$ cat src/alu_defs.svh
`ifndef ALU_DEFS_SVH
`define ALU_DEFS_SVH

// ------------------------------------------------------------
// register byte addresses
// ------------------------------------------------------------
`define OFS_ACCUM            8'h00
`define OFS_SOURCE_REGISTER  8'h04
`define OFS_COMMAND          8'h08
`define OFS_FLAG_REGISTER    8'h0c
`define OFS_STATUS           8'h10

// ------------------------------------------------------------
// field positions
// ------------------------------------------------------------
`define CMD_OP_MSB           4
`define CMD_WORD_BIT         8
`define CMD_IMM_BIT          9
`define FLAG_C_BIT           0
`define FLAG_V_BIT           1
`define FLAG_Z_BIT           2
`define FLAG_N_BIT           3
`define FLAG_H_BIT           5
`define STAT_BUSY_BIT        0
`define STAT_ILLEGAL_BIT     1

// ------------------------------------------------------------
// reset values and timing counts
// ------------------------------------------------------------
`define RST_WORD16           16'h0000
`define RST_COMMAND          10'h000
`define RST_FLAG             1'b0
`define DIV_LAST_STEP        4'hf

`endif

$ cat src/alu_pkg.sv
package alu_pkg;

	typedef enum logic [4:0] {
		OP_SUM                     = 5'h00,
		OP_DIFFERENCE              = 5'h01,
		OP_SUM_WITH_CARRY          = 5'h02,
		OP_DIFFERENCE_WITH_BORROW  = 5'h03,
		OP_COUNT_UP_BY_ONE         = 5'h04,
		OP_COUNT_DOWN_BY_ONE       = 5'h05,
		OP_POINTER_STEP_UP         = 5'h06,
		OP_POINTER_STEP_DOWN       = 5'h07,
		OP_BCD_FIXUP_AFTER_SUM     = 5'h08,
		OP_BCD_FIXUP_AFTER_DIFF    = 5'h09,
		OP_UNSIGNED_BYTE_PRODUCT   = 5'h0a,
		OP_UNSIGNED_WORD_QUOTIENT  = 5'h0b,
		OP_COMPARE_FLAGS_ONLY      = 5'h0c,
		OP_NEGATE                  = 5'h0d,
		OP_AND                     = 5'h0e,
		OP_OR                      = 5'h0f,
		OP_XOR                     = 5'h10,
		OP_INVERT                  = 5'h11,
		OP_ARITH_LEFT_SHIFT        = 5'h12,
		OP_ARITH_RIGHT_SHIFT       = 5'h13,
		OP_LOGIC_LEFT_SHIFT        = 5'h14,
		OP_LOGIC_RIGHT_SHIFT       = 5'h15,
		OP_CIRCULAR_LEFT           = 5'h16,
		OP_CIRCULAR_RIGHT          = 5'h17,
		OP_CARRY_CIRCULAR_LEFT     = 5'h18,
		OP_CARRY_CIRCULAR_RIGHT    = 5'h19
	} op_t;

	typedef enum logic [1:0] {
		PH_IDLE   = 2'b00,
		PH_DIVIDE = 2'b01,
		PH_FINISH = 2'b11
	} phase_t;

	typedef struct packed {
		logic [15:0] accum;
		logic [15:0] source;
		logic [9:0]  command;
		logic        fn;
		logic        fz;
		logic        fv;
		logic        fc;
		logic        fh;
		logic        illegal;
		phase_t      phase;
		logic [3:0]  step;
		logic [7:0]  rem;
		logic [15:0] quot;
		logic [7:0]  divisor;
		logic [31:0] rdata;
		logic        err;
	} core_state_t;

endpackage : alu_pkg

$ cat src/byte_word_alu_shifter.sv
// Local design decisions: the address map and the APB slave port.
`timescale 1ns/1ps
`include "alu_defs.svh"

module byte_word_alu_shifter (
	input  wire logic        CORE_CLK_IN,
	input  wire logic        RSTN_IN,
	input  wire logic        PSEL_IN,
	input  wire logic        PENABLE_IN,
	input  wire logic        PWRITE_IN,
	input  wire logic [7:0]  PADDR_IN,
	input  wire logic [31:0] PWDATA_IN,
	input  wire logic [3:0]  PSTRB_IN,
	output logic      [31:0] PRDATA_OUT,
	output logic             PREADY_OUT,
	output logic             PSLVERR_OUT,
	output logic             BUSY_OUT
);

	// ------------------------------------------------------------
	// helpers
	// ------------------------------------------------------------
	// returns {v, h, c, sum}
	function automatic logic [10:0] add_byte(input logic [7:0] a, input logic [7:0] b,
		input logic ci);
		logic [8:0] s;
		logic [4:0] lo;
		s  = {1'b0, a} + {1'b0, b} + {8'h00, ci};
		lo = {1'b0, a[3:0]} + {1'b0, b[3:0]} + {4'h0, ci};
		add_byte = {(a[7] == b[7]) && (s[7] != a[7]), lo[4], s[8], s[7:0]};
	endfunction : add_byte

	// returns {v, h, c, sum}; half carry out of bit 11
	function automatic logic [18:0] add_word(input logic [15:0] a, input logic [15:0] b,
		input logic ci);
		logic [16:0] s;
		logic [12:0] lo;
		s  = {1'b0, a} + {1'b0, b} + {16'h0000, ci};
		lo = {1'b0, a[11:0]} + {1'b0, b[11:0]} + {12'h000, ci};
		add_word = {(a[15] == b[15]) && (s[15] != a[15]), lo[12], s[16], s[15:0]};
	endfunction : add_word

	function automatic logic [15:0] merge16(input logic [15:0] old, input logic [31:0] wd,
		input logic [3:0] strb);
		merge16 = {strb[1] ? wd[15:8] : old[15:8], strb[0] ? wd[7:0] : old[7:0]};
	endfunction : merge16

	function automatic logic op_legal(input alu_pkg::op_t op, input logic word,
		input logic imm, input logic [15:0] src);
		case (op)
			alu_pkg::OP_SUM:                    op_legal = !(word && imm);
			alu_pkg::OP_DIFFERENCE:             op_legal = !imm;
			alu_pkg::OP_COMPARE_FLAGS_ONLY:     op_legal = !(word && imm);
			alu_pkg::OP_SUM_WITH_CARRY,
			alu_pkg::OP_DIFFERENCE_WITH_BORROW,
			alu_pkg::OP_AND,
			alu_pkg::OP_OR,
			alu_pkg::OP_XOR:                    op_legal = !word;
			alu_pkg::OP_POINTER_STEP_UP,
			alu_pkg::OP_POINTER_STEP_DOWN:      op_legal = word && imm &&
				(src == 16'h0001 || src == 16'h0002);
			alu_pkg::OP_COUNT_UP_BY_ONE,
			alu_pkg::OP_COUNT_DOWN_BY_ONE,
			alu_pkg::OP_BCD_FIXUP_AFTER_SUM,
			alu_pkg::OP_BCD_FIXUP_AFTER_DIFF,
			alu_pkg::OP_UNSIGNED_BYTE_PRODUCT,
			alu_pkg::OP_UNSIGNED_WORD_QUOTIENT,
			alu_pkg::OP_NEGATE,
			alu_pkg::OP_INVERT,
			alu_pkg::OP_ARITH_LEFT_SHIFT,
			alu_pkg::OP_ARITH_RIGHT_SHIFT,
			alu_pkg::OP_LOGIC_LEFT_SHIFT,
			alu_pkg::OP_LOGIC_RIGHT_SHIFT,
			alu_pkg::OP_CIRCULAR_LEFT,
			alu_pkg::OP_CIRCULAR_RIGHT,
			alu_pkg::OP_CARRY_CIRCULAR_LEFT,
			alu_pkg::OP_CARRY_CIRCULAR_RIGHT:   op_legal = !word && !imm;
			default:                            op_legal = 1'b0;
		endcase
	endfunction : op_legal

	// ------------------------------------------------------------
	// state
	// ------------------------------------------------------------
	alu_pkg::core_state_t st;
	alu_pkg::core_state_t next_st;

	always_comb begin
		logic        access_wr;
		logic        busy;
		logic        mapped;
		logic [7:0]  a8;
		logic [7:0]  b8;
		logic [7:0]  r8;
		logic [7:0]  adj;
		logic [8:0]  part;
		logic        ge;
		logic [10:0] s8;
		logic [18:0] s16;
		logic        word;
		logic        imm;
		alu_pkg::op_t op;
		next_st   = st;
		busy      = (st.phase != alu_pkg::PH_IDLE);
		access_wr = PSEL_IN && PENABLE_IN && PWRITE_IN && !st.err;
		mapped    = (PADDR_IN == `OFS_ACCUM) || (PADDR_IN == `OFS_SOURCE_REGISTER) ||
			(PADDR_IN == `OFS_COMMAND) || (PADDR_IN == `OFS_FLAG_REGISTER) ||
			(PADDR_IN == `OFS_STATUS);
		a8   = st.accum[7:0];
		b8   = st.source[7:0];
		r8   = 8'h00;
		adj  = 8'h00;
		part = 9'h000;
		ge   = 1'b0;
		s8   = 11'h000;
		s16  = 19'h00000;
		word = PWDATA_IN[`CMD_WORD_BIT];
		imm  = PWDATA_IN[`CMD_IMM_BIT];
		op   = alu_pkg::op_t'(PWDATA_IN[`CMD_OP_MSB:0]);

		// ------------------------------------------------------------
		// apb setup: capture read data and error one cycle early
		// ------------------------------------------------------------
		if (PSEL_IN && !PENABLE_IN) begin
			// writes other than to status are refused while a divide runs
			next_st.err = !mapped || (PWRITE_IN && busy && PADDR_IN != `OFS_STATUS);
			case (PADDR_IN)
				`OFS_ACCUM:           next_st.rdata = {16'h0000, st.accum};
				`OFS_SOURCE_REGISTER: next_st.rdata = {16'h0000, st.source};
				`OFS_COMMAND:         next_st.rdata = {22'h000000, st.command};
				`OFS_FLAG_REGISTER:   next_st.rdata = {26'h0000000, st.fh, 1'b0, st.fn,
					st.fz, st.fv, st.fc};
				`OFS_STATUS:          next_st.rdata = {30'h00000000, st.illegal, busy};
				default:              next_st.rdata = 32'h00000000;
			endcase
		end

		// ------------------------------------------------------------
		// iterative divide, one quotient bit per cycle
		// ------------------------------------------------------------
		case (st.phase)
			alu_pkg::PH_DIVIDE: begin
				part = {st.rem, st.quot[15]};
				ge   = (part >= {1'b0, st.divisor});
				next_st.rem  = ge ? 8'(part - {1'b0, st.divisor}) : part[7:0];
				next_st.quot = {st.quot[14:0], ge};
				next_st.step = 4'(st.step + 4'h1);
				if (st.step == `DIV_LAST_STEP) begin
					next_st.phase = alu_pkg::PH_FINISH;
				end
			end
			alu_pkg::PH_FINISH: begin
				// quotient wider than a byte is truncated; caller keeps dividend in range
				next_st.accum = {st.rem, st.quot[7:0]};
				next_st.fn    = st.divisor[7];
				next_st.fz    = 1'b0;
				next_st.phase = alu_pkg::PH_IDLE;
			end
			default: begin
				next_st.phase = alu_pkg::PH_IDLE;
			end
		endcase

		// ------------------------------------------------------------
		// register writes
		// ------------------------------------------------------------
		if (access_wr) begin
			case (PADDR_IN)
				`OFS_ACCUM:           next_st.accum  = merge16(st.accum, PWDATA_IN, PSTRB_IN);
				`OFS_SOURCE_REGISTER: next_st.source = merge16(st.source, PWDATA_IN, PSTRB_IN);
				`OFS_FLAG_REGISTER: begin
					if (PSTRB_IN[0]) begin
						next_st.fc = PWDATA_IN[`FLAG_C_BIT];
						next_st.fv = PWDATA_IN[`FLAG_V_BIT];
						next_st.fz = PWDATA_IN[`FLAG_Z_BIT];
						next_st.fn = PWDATA_IN[`FLAG_N_BIT];
						next_st.fh = PWDATA_IN[`FLAG_H_BIT];
					end
				end
				`OFS_STATUS: begin
					if (PSTRB_IN[0] && PWDATA_IN[`STAT_ILLEGAL_BIT]) begin
						next_st.illegal = 1'b0;
					end
				end
				`OFS_COMMAND: begin
					next_st.command = PWDATA_IN[9:0];
					if (!op_legal(op, word, imm, st.source)) begin
						next_st.illegal = 1'b1;
					end else begin
						case (op)
							alu_pkg::OP_SUM,
							alu_pkg::OP_DIFFERENCE,
							alu_pkg::OP_COMPARE_FLAGS_ONLY: begin
								if (word) begin
									if (op == alu_pkg::OP_SUM) begin
										s16 = add_word(st.accum, st.source, 1'b0);
										next_st.fc = s16[16];
										next_st.fh = s16[17];
									end else begin
										s16 = add_word(st.accum, ~st.source, 1'b1);
										next_st.fc = !s16[16];
										next_st.fh = !s16[17];
									end
									next_st.fv = s16[18];
									next_st.fn = s16[15];
									next_st.fz = (s16[15:0] == 16'h0000);
									if (op != alu_pkg::OP_COMPARE_FLAGS_ONLY) begin
										next_st.accum = s16[15:0];
									end
								end else begin
									if (op == alu_pkg::OP_SUM) begin
										s8 = add_byte(a8, b8, 1'b0);
										next_st.fc = s8[8];
										next_st.fh = s8[9];
									end else begin
										s8 = add_byte(a8, ~b8, 1'b1);
										next_st.fc = !s8[8];
										next_st.fh = !s8[9];
									end
									next_st.fv = s8[10];
									next_st.fn = s8[7];
									next_st.fz = (s8[7:0] == 8'h00);
									if (op != alu_pkg::OP_COMPARE_FLAGS_ONLY) begin
										next_st.accum[7:0] = s8[7:0];
									end
								end
							end
							alu_pkg::OP_SUM_WITH_CARRY,
							alu_pkg::OP_DIFFERENCE_WITH_BORROW,
							alu_pkg::OP_NEGATE,
							alu_pkg::OP_COUNT_UP_BY_ONE,
							alu_pkg::OP_COUNT_DOWN_BY_ONE: begin
								case (op)
									alu_pkg::OP_SUM_WITH_CARRY:
										s8 = add_byte(a8, b8, st.fc);
									alu_pkg::OP_DIFFERENCE_WITH_BORROW:
										s8 = add_byte(a8, ~b8, !st.fc);
									alu_pkg::OP_NEGATE:
										s8 = add_byte(8'h00, ~a8, 1'b1);
									alu_pkg::OP_COUNT_UP_BY_ONE:
										s8 = add_byte(a8, 8'h00, 1'b1);
									default:
										s8 = add_byte(a8, 8'hff, 1'b0);
								endcase
								if (op == alu_pkg::OP_SUM_WITH_CARRY) begin
									next_st.fc = s8[8];
									next_st.fh = s8[9];
								end else if (op == alu_pkg::OP_DIFFERENCE_WITH_BORROW ||
									op == alu_pkg::OP_NEGATE) begin
									next_st.fc = !s8[8];
									next_st.fh = !s8[9];
								end
								next_st.fv = s8[10];
								next_st.fn = s8[7];
								next_st.fz = (s8[7:0] == 8'h00);
								next_st.accum[7:0] = s8[7:0];
							end
							alu_pkg::OP_POINTER_STEP_UP: begin
								// flags untouched so address stepping keeps conditions
								next_st.accum = 16'(st.accum + st.source);
							end
							alu_pkg::OP_POINTER_STEP_DOWN: begin
								next_st.accum = 16'(st.accum - st.source);
							end
							alu_pkg::OP_BCD_FIXUP_AFTER_SUM: begin
								next_st.fc = st.fc;
								if (st.fc || a8 > 8'h99) begin
									adj = adj | 8'h60;
									next_st.fc = 1'b1;
								end
								if (st.fh || a8[3:0] > 4'h9) begin
									adj = adj | 8'h06;
								end
								r8 = 8'(a8 + adj);
								next_st.fn = r8[7];
								next_st.fz = (r8 == 8'h00);
								next_st.accum[7:0] = r8;
							end
							alu_pkg::OP_BCD_FIXUP_AFTER_DIFF: begin
								adj = (st.fc ? 8'h60 : 8'h00) | (st.fh ? 8'h06 : 8'h00);
								r8 = 8'(a8 - adj);
								next_st.fn = r8[7];
								next_st.fz = (r8 == 8'h00);
								next_st.accum[7:0] = r8;
							end
							alu_pkg::OP_UNSIGNED_BYTE_PRODUCT: begin
								// widen before multiplying so the upper product byte survives
								next_st.accum = {8'h00, a8} * {8'h00, b8};
							end
							alu_pkg::OP_UNSIGNED_WORD_QUOTIENT: begin
								if (b8 == 8'h00) begin
									// divide by zero: destination kept, zero flag raised
									next_st.fz = 1'b1;
									next_st.fn = 1'b0;
								end else begin
									next_st.phase   = alu_pkg::PH_DIVIDE;
									next_st.step    = 4'h0;
									next_st.rem     = 8'h00;
									next_st.quot    = st.accum;
									next_st.divisor = b8;
								end
							end
							default: begin
								case (op)
									alu_pkg::OP_AND:    r8 = a8 & b8;
									alu_pkg::OP_OR:     r8 = a8 | b8;
									alu_pkg::OP_XOR:    r8 = a8 ^ b8;
									alu_pkg::OP_INVERT: r8 = ~a8;
									alu_pkg::OP_ARITH_LEFT_SHIFT,
									alu_pkg::OP_LOGIC_LEFT_SHIFT:
										r8 = {a8[6:0], 1'b0};
									alu_pkg::OP_ARITH_RIGHT_SHIFT:
										r8 = {a8[7], a8[7:1]};
									alu_pkg::OP_LOGIC_RIGHT_SHIFT:
										r8 = {1'b0, a8[7:1]};
									alu_pkg::OP_CIRCULAR_LEFT:
										r8 = {a8[6:0], a8[7]};
									alu_pkg::OP_CIRCULAR_RIGHT:
										r8 = {a8[0], a8[7:1]};
									alu_pkg::OP_CARRY_CIRCULAR_LEFT:
										r8 = {a8[6:0], st.fc};
									default:
										r8 = {st.fc, a8[7:1]};
								endcase
								next_st.fv = 1'b0;
								if (op == alu_pkg::OP_ARITH_LEFT_SHIFT) begin
									next_st.fv = a8[7] ^ a8[6];
								end
								case (op)
									alu_pkg::OP_ARITH_LEFT_SHIFT,
									alu_pkg::OP_LOGIC_LEFT_SHIFT,
									alu_pkg::OP_CIRCULAR_LEFT,
									alu_pkg::OP_CARRY_CIRCULAR_LEFT:
										next_st.fc = a8[7];
									alu_pkg::OP_ARITH_RIGHT_SHIFT,
									alu_pkg::OP_LOGIC_RIGHT_SHIFT,
									alu_pkg::OP_CIRCULAR_RIGHT,
									alu_pkg::OP_CARRY_CIRCULAR_RIGHT:
										next_st.fc = a8[0];
									default:
										next_st.fc = st.fc;
								endcase
								next_st.fn = r8[7];
								next_st.fz = (r8 == 8'h00);
								next_st.accum[7:0] = r8;
							end
						endcase
					end
				end
				default: begin
					next_st.err = st.err;
				end
			endcase
		end
	end

	always_ff @(posedge CORE_CLK_IN or negedge RSTN_IN) begin
		if (!RSTN_IN) begin
			st.accum   <= `RST_WORD16;
			st.source  <= `RST_WORD16;
			st.command <= `RST_COMMAND;
			st.fn      <= `RST_FLAG;
			st.fz      <= `RST_FLAG;
			st.fv      <= `RST_FLAG;
			st.fc      <= `RST_FLAG;
			st.fh      <= `RST_FLAG;
			st.illegal <= 1'b0;
			st.phase   <= alu_pkg::PH_IDLE;
			st.step    <= 4'h0;
			st.rem     <= 8'h00;
			st.quot    <= 16'h0000;
			st.divisor <= 8'h00;
			st.rdata   <= 32'h00000000;
			st.err     <= 1'b0;
		end else begin
			st <= next_st;
		end
	end

	// ------------------------------------------------------------
	// outputs
	// ------------------------------------------------------------
	// one wait-free access: data was latched in the setup cycle
	assign PREADY_OUT  = PSEL_IN && PENABLE_IN;
	assign PSLVERR_OUT = PSEL_IN && PENABLE_IN && st.err;
	assign PRDATA_OUT  = st.rdata;
	assign BUSY_OUT    = (st.phase != alu_pkg::PH_IDLE);

endmodule : byte_word_alu_shifter

$ cat config.mk
export PLATFORM = sky130hd
export DESIGN_NAME = byte_word_alu_shifter
export DESIGN_NICKNAME = d
export VERILOG_FILES = /design/src/alu_pkg.sv /design/src/byte_word_alu_shifter.sv
export VERILOG_INCLUDE_DIRS = /design/src /design/src/src
export SDC_FILE = /design/constraint.sdc
export NUM_CORES = 1
export LEC_CHECK = 0
export ABC_CLOCK_PERIOD_IN_PS = 5130
export BUFFER_PORTS_ARGS = -buffer_cell sky130_fd_sc_hd__buf_2
export CORE_ASPECT_RATIO = 1.1
export CORE_MARGIN = 5
export CORE_UTILIZATION = 51
export CTS_BUF_LIST = sky130_fd_sc_hd__clkbuf_16
export DETAILED_ROUTE_END_ITERATION = 7
export PLACE_DENSITY_LB_ADDON = 0.1
export SLEW_MARGIN = 15
export SYNTH_ARGS = -nofsm -noshare
export SYNTH_HDL_FRONTEND = slang
export SYNTH_SLANG_ARGS = --single-unit
$ cat constraint.sdc
create_clock -name CORE_CLK_IN -period 5.13 [get_ports CORE_CLK_IN]
set_input_delay 0.7695 -clock CORE_CLK_IN [delete_from_list [all_inputs] [get_ports CORE_CLK_IN]]
set_output_delay 0.7695 -clock CORE_CLK_IN [all_outputs]
set_load 0.01 [all_outputs]
# Word-level counts from Yosys, hierarchy flattened
# Cells that the tools add are included.
dict set report totals {
  ff_bits 103
  latchBits 0
  ramBits 0
  romBits 0
  inputBits 49
  output_inout_bits 35
  elab_cells 279
  memories 0
}
dict set report classes {
  addsub 28
  n_mul 1
  n_div 0
  order_cmp 3
  n_eq_ne 61
  shift 0
  n_mux 81
  bitwise_logic 11
  reduce_logical 76
}
# op n
set ops {}
lappend ops {{38-bit 2-to-1 mux} 4}
lappend ops {{8-bit 2-to-1 mux} 16}
lappend ops {{19-bit 2-to-1 mux} 6}
lappend ops {{11-bit 2-to-1 mux} 10}
lappend ops {{86-bit 2-to-1 mux} 1}
lappend ops {{16-bit case mux with 5 select lines} 1}
lappend ops {{8-bit case mux with 10 select lines} 1}
lappend ops {{16-bit 2-to-1 mux} 4}
lappend ops {{8-bit case mux with 8 select lines} 1}
lappend ops {{8-bit logical NOT} 7}
lappend ops {{5-bit equality test, second input constant} 10}
lappend ops {{11-bit case mux with 4 select lines} 1}
lappend ops {{5-bit by 4-bit equality test with 1-bit output, second input constant} 8}
lappend ops {{16-bit by 16-bit adder with 17-bit output} 2}
lappend ops {{16-bit case mux with 2 select lines} 1}
lappend ops {{8-bit case mux with 4 select lines} 1}
lappend ops {{28-bit 2-to-1 mux} 1}
lappend ops {{12-bit by 12-bit adder with 13-bit output} 2}
lappend ops {{5-bit by 3-bit equality test with 1-bit output, second input constant} 4}
lappend ops {{1-bit logical AND} 20}
lappend ops {{5-bit OR reduction} 4}
lappend ops {{8-bit by 1-bit adder with 9-bit output, second input constant} 2}
lappend ops {{8-bit by 8-bit adder with 9-bit output} 2}
lappend ops {{9-bit by 1-bit adder with 9-bit output} 2}
lappend ops {{76 further kinds} 150}

# Depth between registers and ports, before layout
dict set report logic_depth {
  depth_word 17
  depth_mapped 21
}

# Worst setup path after synthesis
# Ideal clock, no wire load.
dict set report synth_timing {
  kind {register to register}
  from {register st[106] (netlist name)}
  to {register st[118] (netlist name)}
  setup_ns 0.123
  t_arrival_ns 4.838
  slack_ns 0.169
  stages_incl_launch_ff 22
  synth_period_minus_slack_ns 4.961
  path_cell_list {dfrtp_1 clkbuf_1 clkbuf_1 clkbuf_1 nand2_1 fa_1 fa_1 inv_1 fa_1 inv_1 fa_1 inv_1 ha_1 nand2_1 o211ai_1 nand4_1 a21boi_0 o21ba_2 xnor2_1 o21ai_0 a21oi_1 a21oi_1}
}
dict set report synth_between {
  elab_chain_len 14
  word_cells_on_any_way 18
}
# element line_no
set synth_rtl {}
lappend synth_rtl {{start: declaration} byte_word_alu_shifter.sv:85} ;# alu_pkg::core_state_t st;
lappend synth_rtl {{start signal: assignment} byte_word_alu_shifter.sv:376} ;# st <= next_st;
lappend synth_rtl {{16-bit by 16-bit adder with 17-bit output} byte_word_alu_shifter.sv:38} ;# s = {1'b0, a} + {1'b0, b} + {16'h0000, ci};
lappend synth_rtl {{17-bit by 1-bit adder with 17-bit output} byte_word_alu_shifter.sv:38}
lappend synth_rtl {{19-bit 2-to-1 mux} byte_word_alu_shifter.sv:195} ;# if (op == alu_pkg::OP_SUM) begin
lappend synth_rtl {{19-bit 2-to-1 mux} byte_word_alu_shifter.sv:194} ;# if (word) begin
lappend synth_rtl {{19-bit 2-to-1 mux} byte_word_alu_shifter.sv:190} ;# case (op)
lappend synth_rtl {{19-bit 2-to-1 mux} byte_word_alu_shifter.sv:187} ;# if (!op_legal(op, word, imm, st.source)) begin
lappend synth_rtl {{19-bit 2-to-1 mux} byte_word_alu_shifter.sv:168} ;# case (PADDR_IN)
lappend synth_rtl {{19-bit 2-to-1 mux} byte_word_alu_shifter.sv:167} ;# if (access_wr) begin
lappend synth_rtl {{16-bit 2-to-1 mux} byte_word_alu_shifter.sv:207} ;# if (op != alu_pkg::OP_COMPARE_FLAGS_ONLY) begin
lappend synth_rtl {{8-bit 2-to-1 mux} byte_word_alu_shifter.sv:194}
lappend synth_rtl {{8-bit case mux with 4 select lines *} byte_word_alu_shifter.sv:190}
lappend synth_rtl {{16-bit 2-to-1 mux *} byte_word_alu_shifter.sv:187}
lappend synth_rtl {{16-bit case mux with 2 select lines *} byte_word_alu_shifter.sv:168}
lappend synth_rtl {{86-bit 2-to-1 mux *} byte_word_alu_shifter.sv:167}
# Every way passes the cells marked *; elsewhere a longest branch is shown, timed or not. The select of a mux whose other input is x is not followed.
# A chain may end at the register's enable or synchronous reset.

# Final worst setup path
dict set report layout_timing {
  from {register st[89] (netlist name)}
  to {register st[113] (netlist name)}
}
dict set report layout_between {
  elab_chain_len 15
  word_cells_on_any_way 26
}
# element line_no
set layout_rtl {}
lappend layout_rtl {{16-bit inverter} byte_word_alu_shifter.sv:200} ;# s16 = add_word(st.accum, ~st.source, 1'b1);
lappend layout_rtl {{16-bit by 16-bit adder with 17-bit output} byte_word_alu_shifter.sv:38}
lappend layout_rtl {{17-bit by 1-bit adder with 17-bit output} byte_word_alu_shifter.sv:38}
lappend layout_rtl {{19-bit 2-to-1 mux} byte_word_alu_shifter.sv:195}
lappend layout_rtl {{19-bit 2-to-1 mux} byte_word_alu_shifter.sv:194}
lappend layout_rtl {{19-bit 2-to-1 mux} byte_word_alu_shifter.sv:190}
lappend layout_rtl {{19-bit 2-to-1 mux} byte_word_alu_shifter.sv:187}
lappend layout_rtl {{19-bit 2-to-1 mux} byte_word_alu_shifter.sv:168}
lappend layout_rtl {{19-bit 2-to-1 mux} byte_word_alu_shifter.sv:167}
lappend layout_rtl {{16-bit 2-to-1 mux} byte_word_alu_shifter.sv:207}
lappend layout_rtl {{8-bit 2-to-1 mux} byte_word_alu_shifter.sv:194}
lappend layout_rtl {{8-bit case mux with 4 select lines} byte_word_alu_shifter.sv:190}
lappend layout_rtl {{16-bit 2-to-1 mux *} byte_word_alu_shifter.sv:187}
lappend layout_rtl {{16-bit case mux with 2 select lines *} byte_word_alu_shifter.sv:168}
lappend layout_rtl {{86-bit 2-to-1 mux *} byte_word_alu_shifter.sv:167}
# Marks and branches as above.

==> results.toml <==
[worst_setup_path]
path_max_fanout = 4
worstSetupPathType = "reg2reg"
worstSetupStartpointType = "flip-flop"
reg2reg_slack_ps = 170
cpLargestDelayFamily = "adder cells"
crit_buf_inv = 4
slowest_delay_ps = 520
arrival_ps = 5260
r2r_end = "st[113]"
cp_cell_sequence = "buf_4 > ha_1 > fa_1 > fa_1 > ha_1 > inv_1 > fa_1 > inv_1 > ha_1 > o21a_1 > a21oi_1 > o21ai_0 > buf_4 > a21oi_2 > xnor2_1 > nand2_1 > a41o_1 > a31oi_1 > o22a_1"
r2r-start = "st[89]"
end_kind = "flip-flop"
reg2reg_depth = 19
slowest_stage = "fa_1"
critPathRequiredTime_ps = 5430

[floorplan]
initial_core_util_pct = 52.0
die_width_um = 169
fp-row-count = 63
io_pins = 84
coreArea_um2 = 27100
die_y_um = 184
die-area_um2 = 31100

[power]
p_int_mw = 1.39
switching_power_mw = 0.834
power_frac_comb_pct = 30.2
seqPwrFrac_pct = 38.6
switching_share_pct = 37.5
pwr-share-clk_pct = 31.1
vdd_drop_max_mv = 0.186
leakage_nw = 6.54
total_power_mw = 2.22
powerDensity_nw_per_um2 = 147

[sta]
fin_crit_sh_pct = 96.7
max_slew_margin_pct = 19.8
layout_setup_ws_ps = 169
hold_viol_final = 0
skew_ps = 11.7
setup_viol = 0
post-route-min-period_ps = 4960
drv_slew = 0
fmax_ghz = 0.202
worst_pin_slew_ps = 1190

[clock_network]
clk_pin_slew_worst_paths_ps = 80
cts.path.max_buffers = 2
cts-buffers-inserted = 9
htreeDepth = 3
cts_sinks = 103
cts_root_buf = "clkbuf_16"
clk_latency_ps = 360
cts_tree = "yes"
holdBufCountCts = 0

[cells_and_area]
mostFrequentLayoutCells = "nand2_1 (196), nor2_1 (191), o21ai_0 (109)"
final_common_cell = "nand2_1"
nets = 2051
synthToLayoutAreaGrowth_pct = 7.47
drive_above_1_share_pct = 12.8
antenna-diode-count = 0
final_util_pct = 55.9

[routing]
wl_um = 57500
vias = 14700
wire_per_inst_um = 26.0
ant_nets = 0
vias_per_cell = 6.65
wl_met1_um = 23100
dr.pass1.iters = 8
drc = 0
met3_length_um = 5590
top_layer = "met5"
wl_met2_um = 25400
drt-initial-drc-count = 1631

[logic_synthesis]
syn_avg_cell_area_um2 = 7.72
netlist_instances = 1825
synth_top_area_share_pct = 18.3
synth_edf_count = 0
synth_area_leaders = "dfrtp_1 (18%), ha_1 (9.6%), fa_1 (6.0%)"
yosysWarnings = 0
seq_area_frac_synth_pct = 18.3
yosys.area.top_type = "dfrtp_1"
ys_ff_latch = 103
synth_flop_cell = "dfrtp_1"
netlist_area_um2 = 14100
synthDistinctLibCells = 106
async_reset_ff_share_pct = 100

[global_route]
grt_pass1_vias = 14100
grt_use_total_pct = 36.0
grt_pass1_wl_um = 86200
grt_max_degree = 59
grt-ovfl-total = 0
antenna_found_initial = 2

[placement]
place_congestion = 1.10
pre_cts_slack_ps = 165
port_buffers = 49
dp_hpwl_um = 45700

[status]
status = "finished, final reports clean"

[worst_hold_path]
hp-class = "in2async"

[run]
maxCapViolations = 0
[worst max-delay path by stage]
stage             from       to  slack, ps  depth (start not counted)
2_1_floorplan  st[106]  st[118]        170                         21
5_1_grt         st[89]  st[113]         -2                         19
3_5_place_dp   st[105]  st[113]        170                         19
6_report        st[89]  st[113]        170                         19
4_1_cts        st[105]  st[113]        140                         19
3_3_place_gp   st[105]  st[113]        190                         19
[synthesized netlist by cell type (20+ instances only)]
cell      instances
nand2_1         196
buf_4            35
nand3_1          35
dfrtp_1         103
nor3_1           34
a31oi_1          31
a21o_1           22
nor2_1          192
o211ai_1         20
clkbuf_1         66
o21ai_0         110
o22ai_1          26
mux2_2           20
ha_1            108
fa_1             42
xnor2_1          56
o221ai_1         20
a211oi_1         23
a21oi_1          97
mux2i_1          36
xor2_1           26
buf_2            28
inv_1           105
nor2b_1          37
[repair_timing]
action	4_1_cts	5_1_grt
resized for setup	0	8
setup buffers	0	1
endpoints found under the setup margin	0	4
[worst reg2reg max path: stages (launching register included)]
cell	delay (ps)
dfrtp_1	420
buf_4	160
ha_1	240
fa_1	480
fa_1	490
ha_1	290
inv_1	50
fa_1	520
inv_1	40
ha_1	340
o21a_1	220
a21oi_1	200
o21ai_0	140
buf_4	160
a21oi_2	170
xnor2_1	140
nand2_1	220
a41o_1	310
a31oi_1	160
o22a_1	160
[final cells by class]
type,count,area [um2]
fill,2650,12000
clock buffer,9,225
clock inverter,7,66.3
inverter,114,428
timing repair buffer,142,946
sequential,103,2580
tap,357,447
multi-input combinational,1482,10500
[kinds of logic after synthesis]
logic type / after synthesis / synth area share (%)
AND/OR/NAND/NOR: 642 / 22.1
AO/OA/AOI/OAI: 535 / 26.6
buffers and inverters: 255 / 8.09
adder cells (fa/ha/maj): 150 / 15.5
flip-flops: 103 / 18.3
XOR/XNOR: 83 / 5.21
multiplexers: 56 / 4.15
other: 1 / 0.0266
[stage by stage]
stage          setup TNS [ps]  instances  hold slack, ps  cell area, um2
3_5_place_dp                0       2197             463           14800
3_3_place_gp                0       2197             458           14800
6_report                    0       2214             478           15200
2_1_floorplan               0       1840             445           14200
5_1_grt                 -1.73       2214             499           15200
4_1_cts                     0       2213             482           15100
[power groups by stage]
stage,Clock [mW],Combinational (mW),Sequential (mW)
finish,0.692,0.672,0.858
global route,0.737,0.710,0.859
CTS,0.704,0.650,0.857
detailed placement,0,0.646,0.873
global placement,0,0.644,0.873
floorplan,0,0.439,0.858
[routing by layer]
metal / vias to the layer above / global-route usage [%]
met2: 830 / 56.3
li1: 6615 / -
met4: 4 / 18.0
met3: 192 / 6.91
met5: - / 0
met1: 7092 / 47.6
[flip-flops by register name, indices dropped and copies added, names as in the netlist]
| register | count |
|---|---|
| PRDATA_OUT | 16 |
| st | 87 |
(Power assumes the default switching activity.)
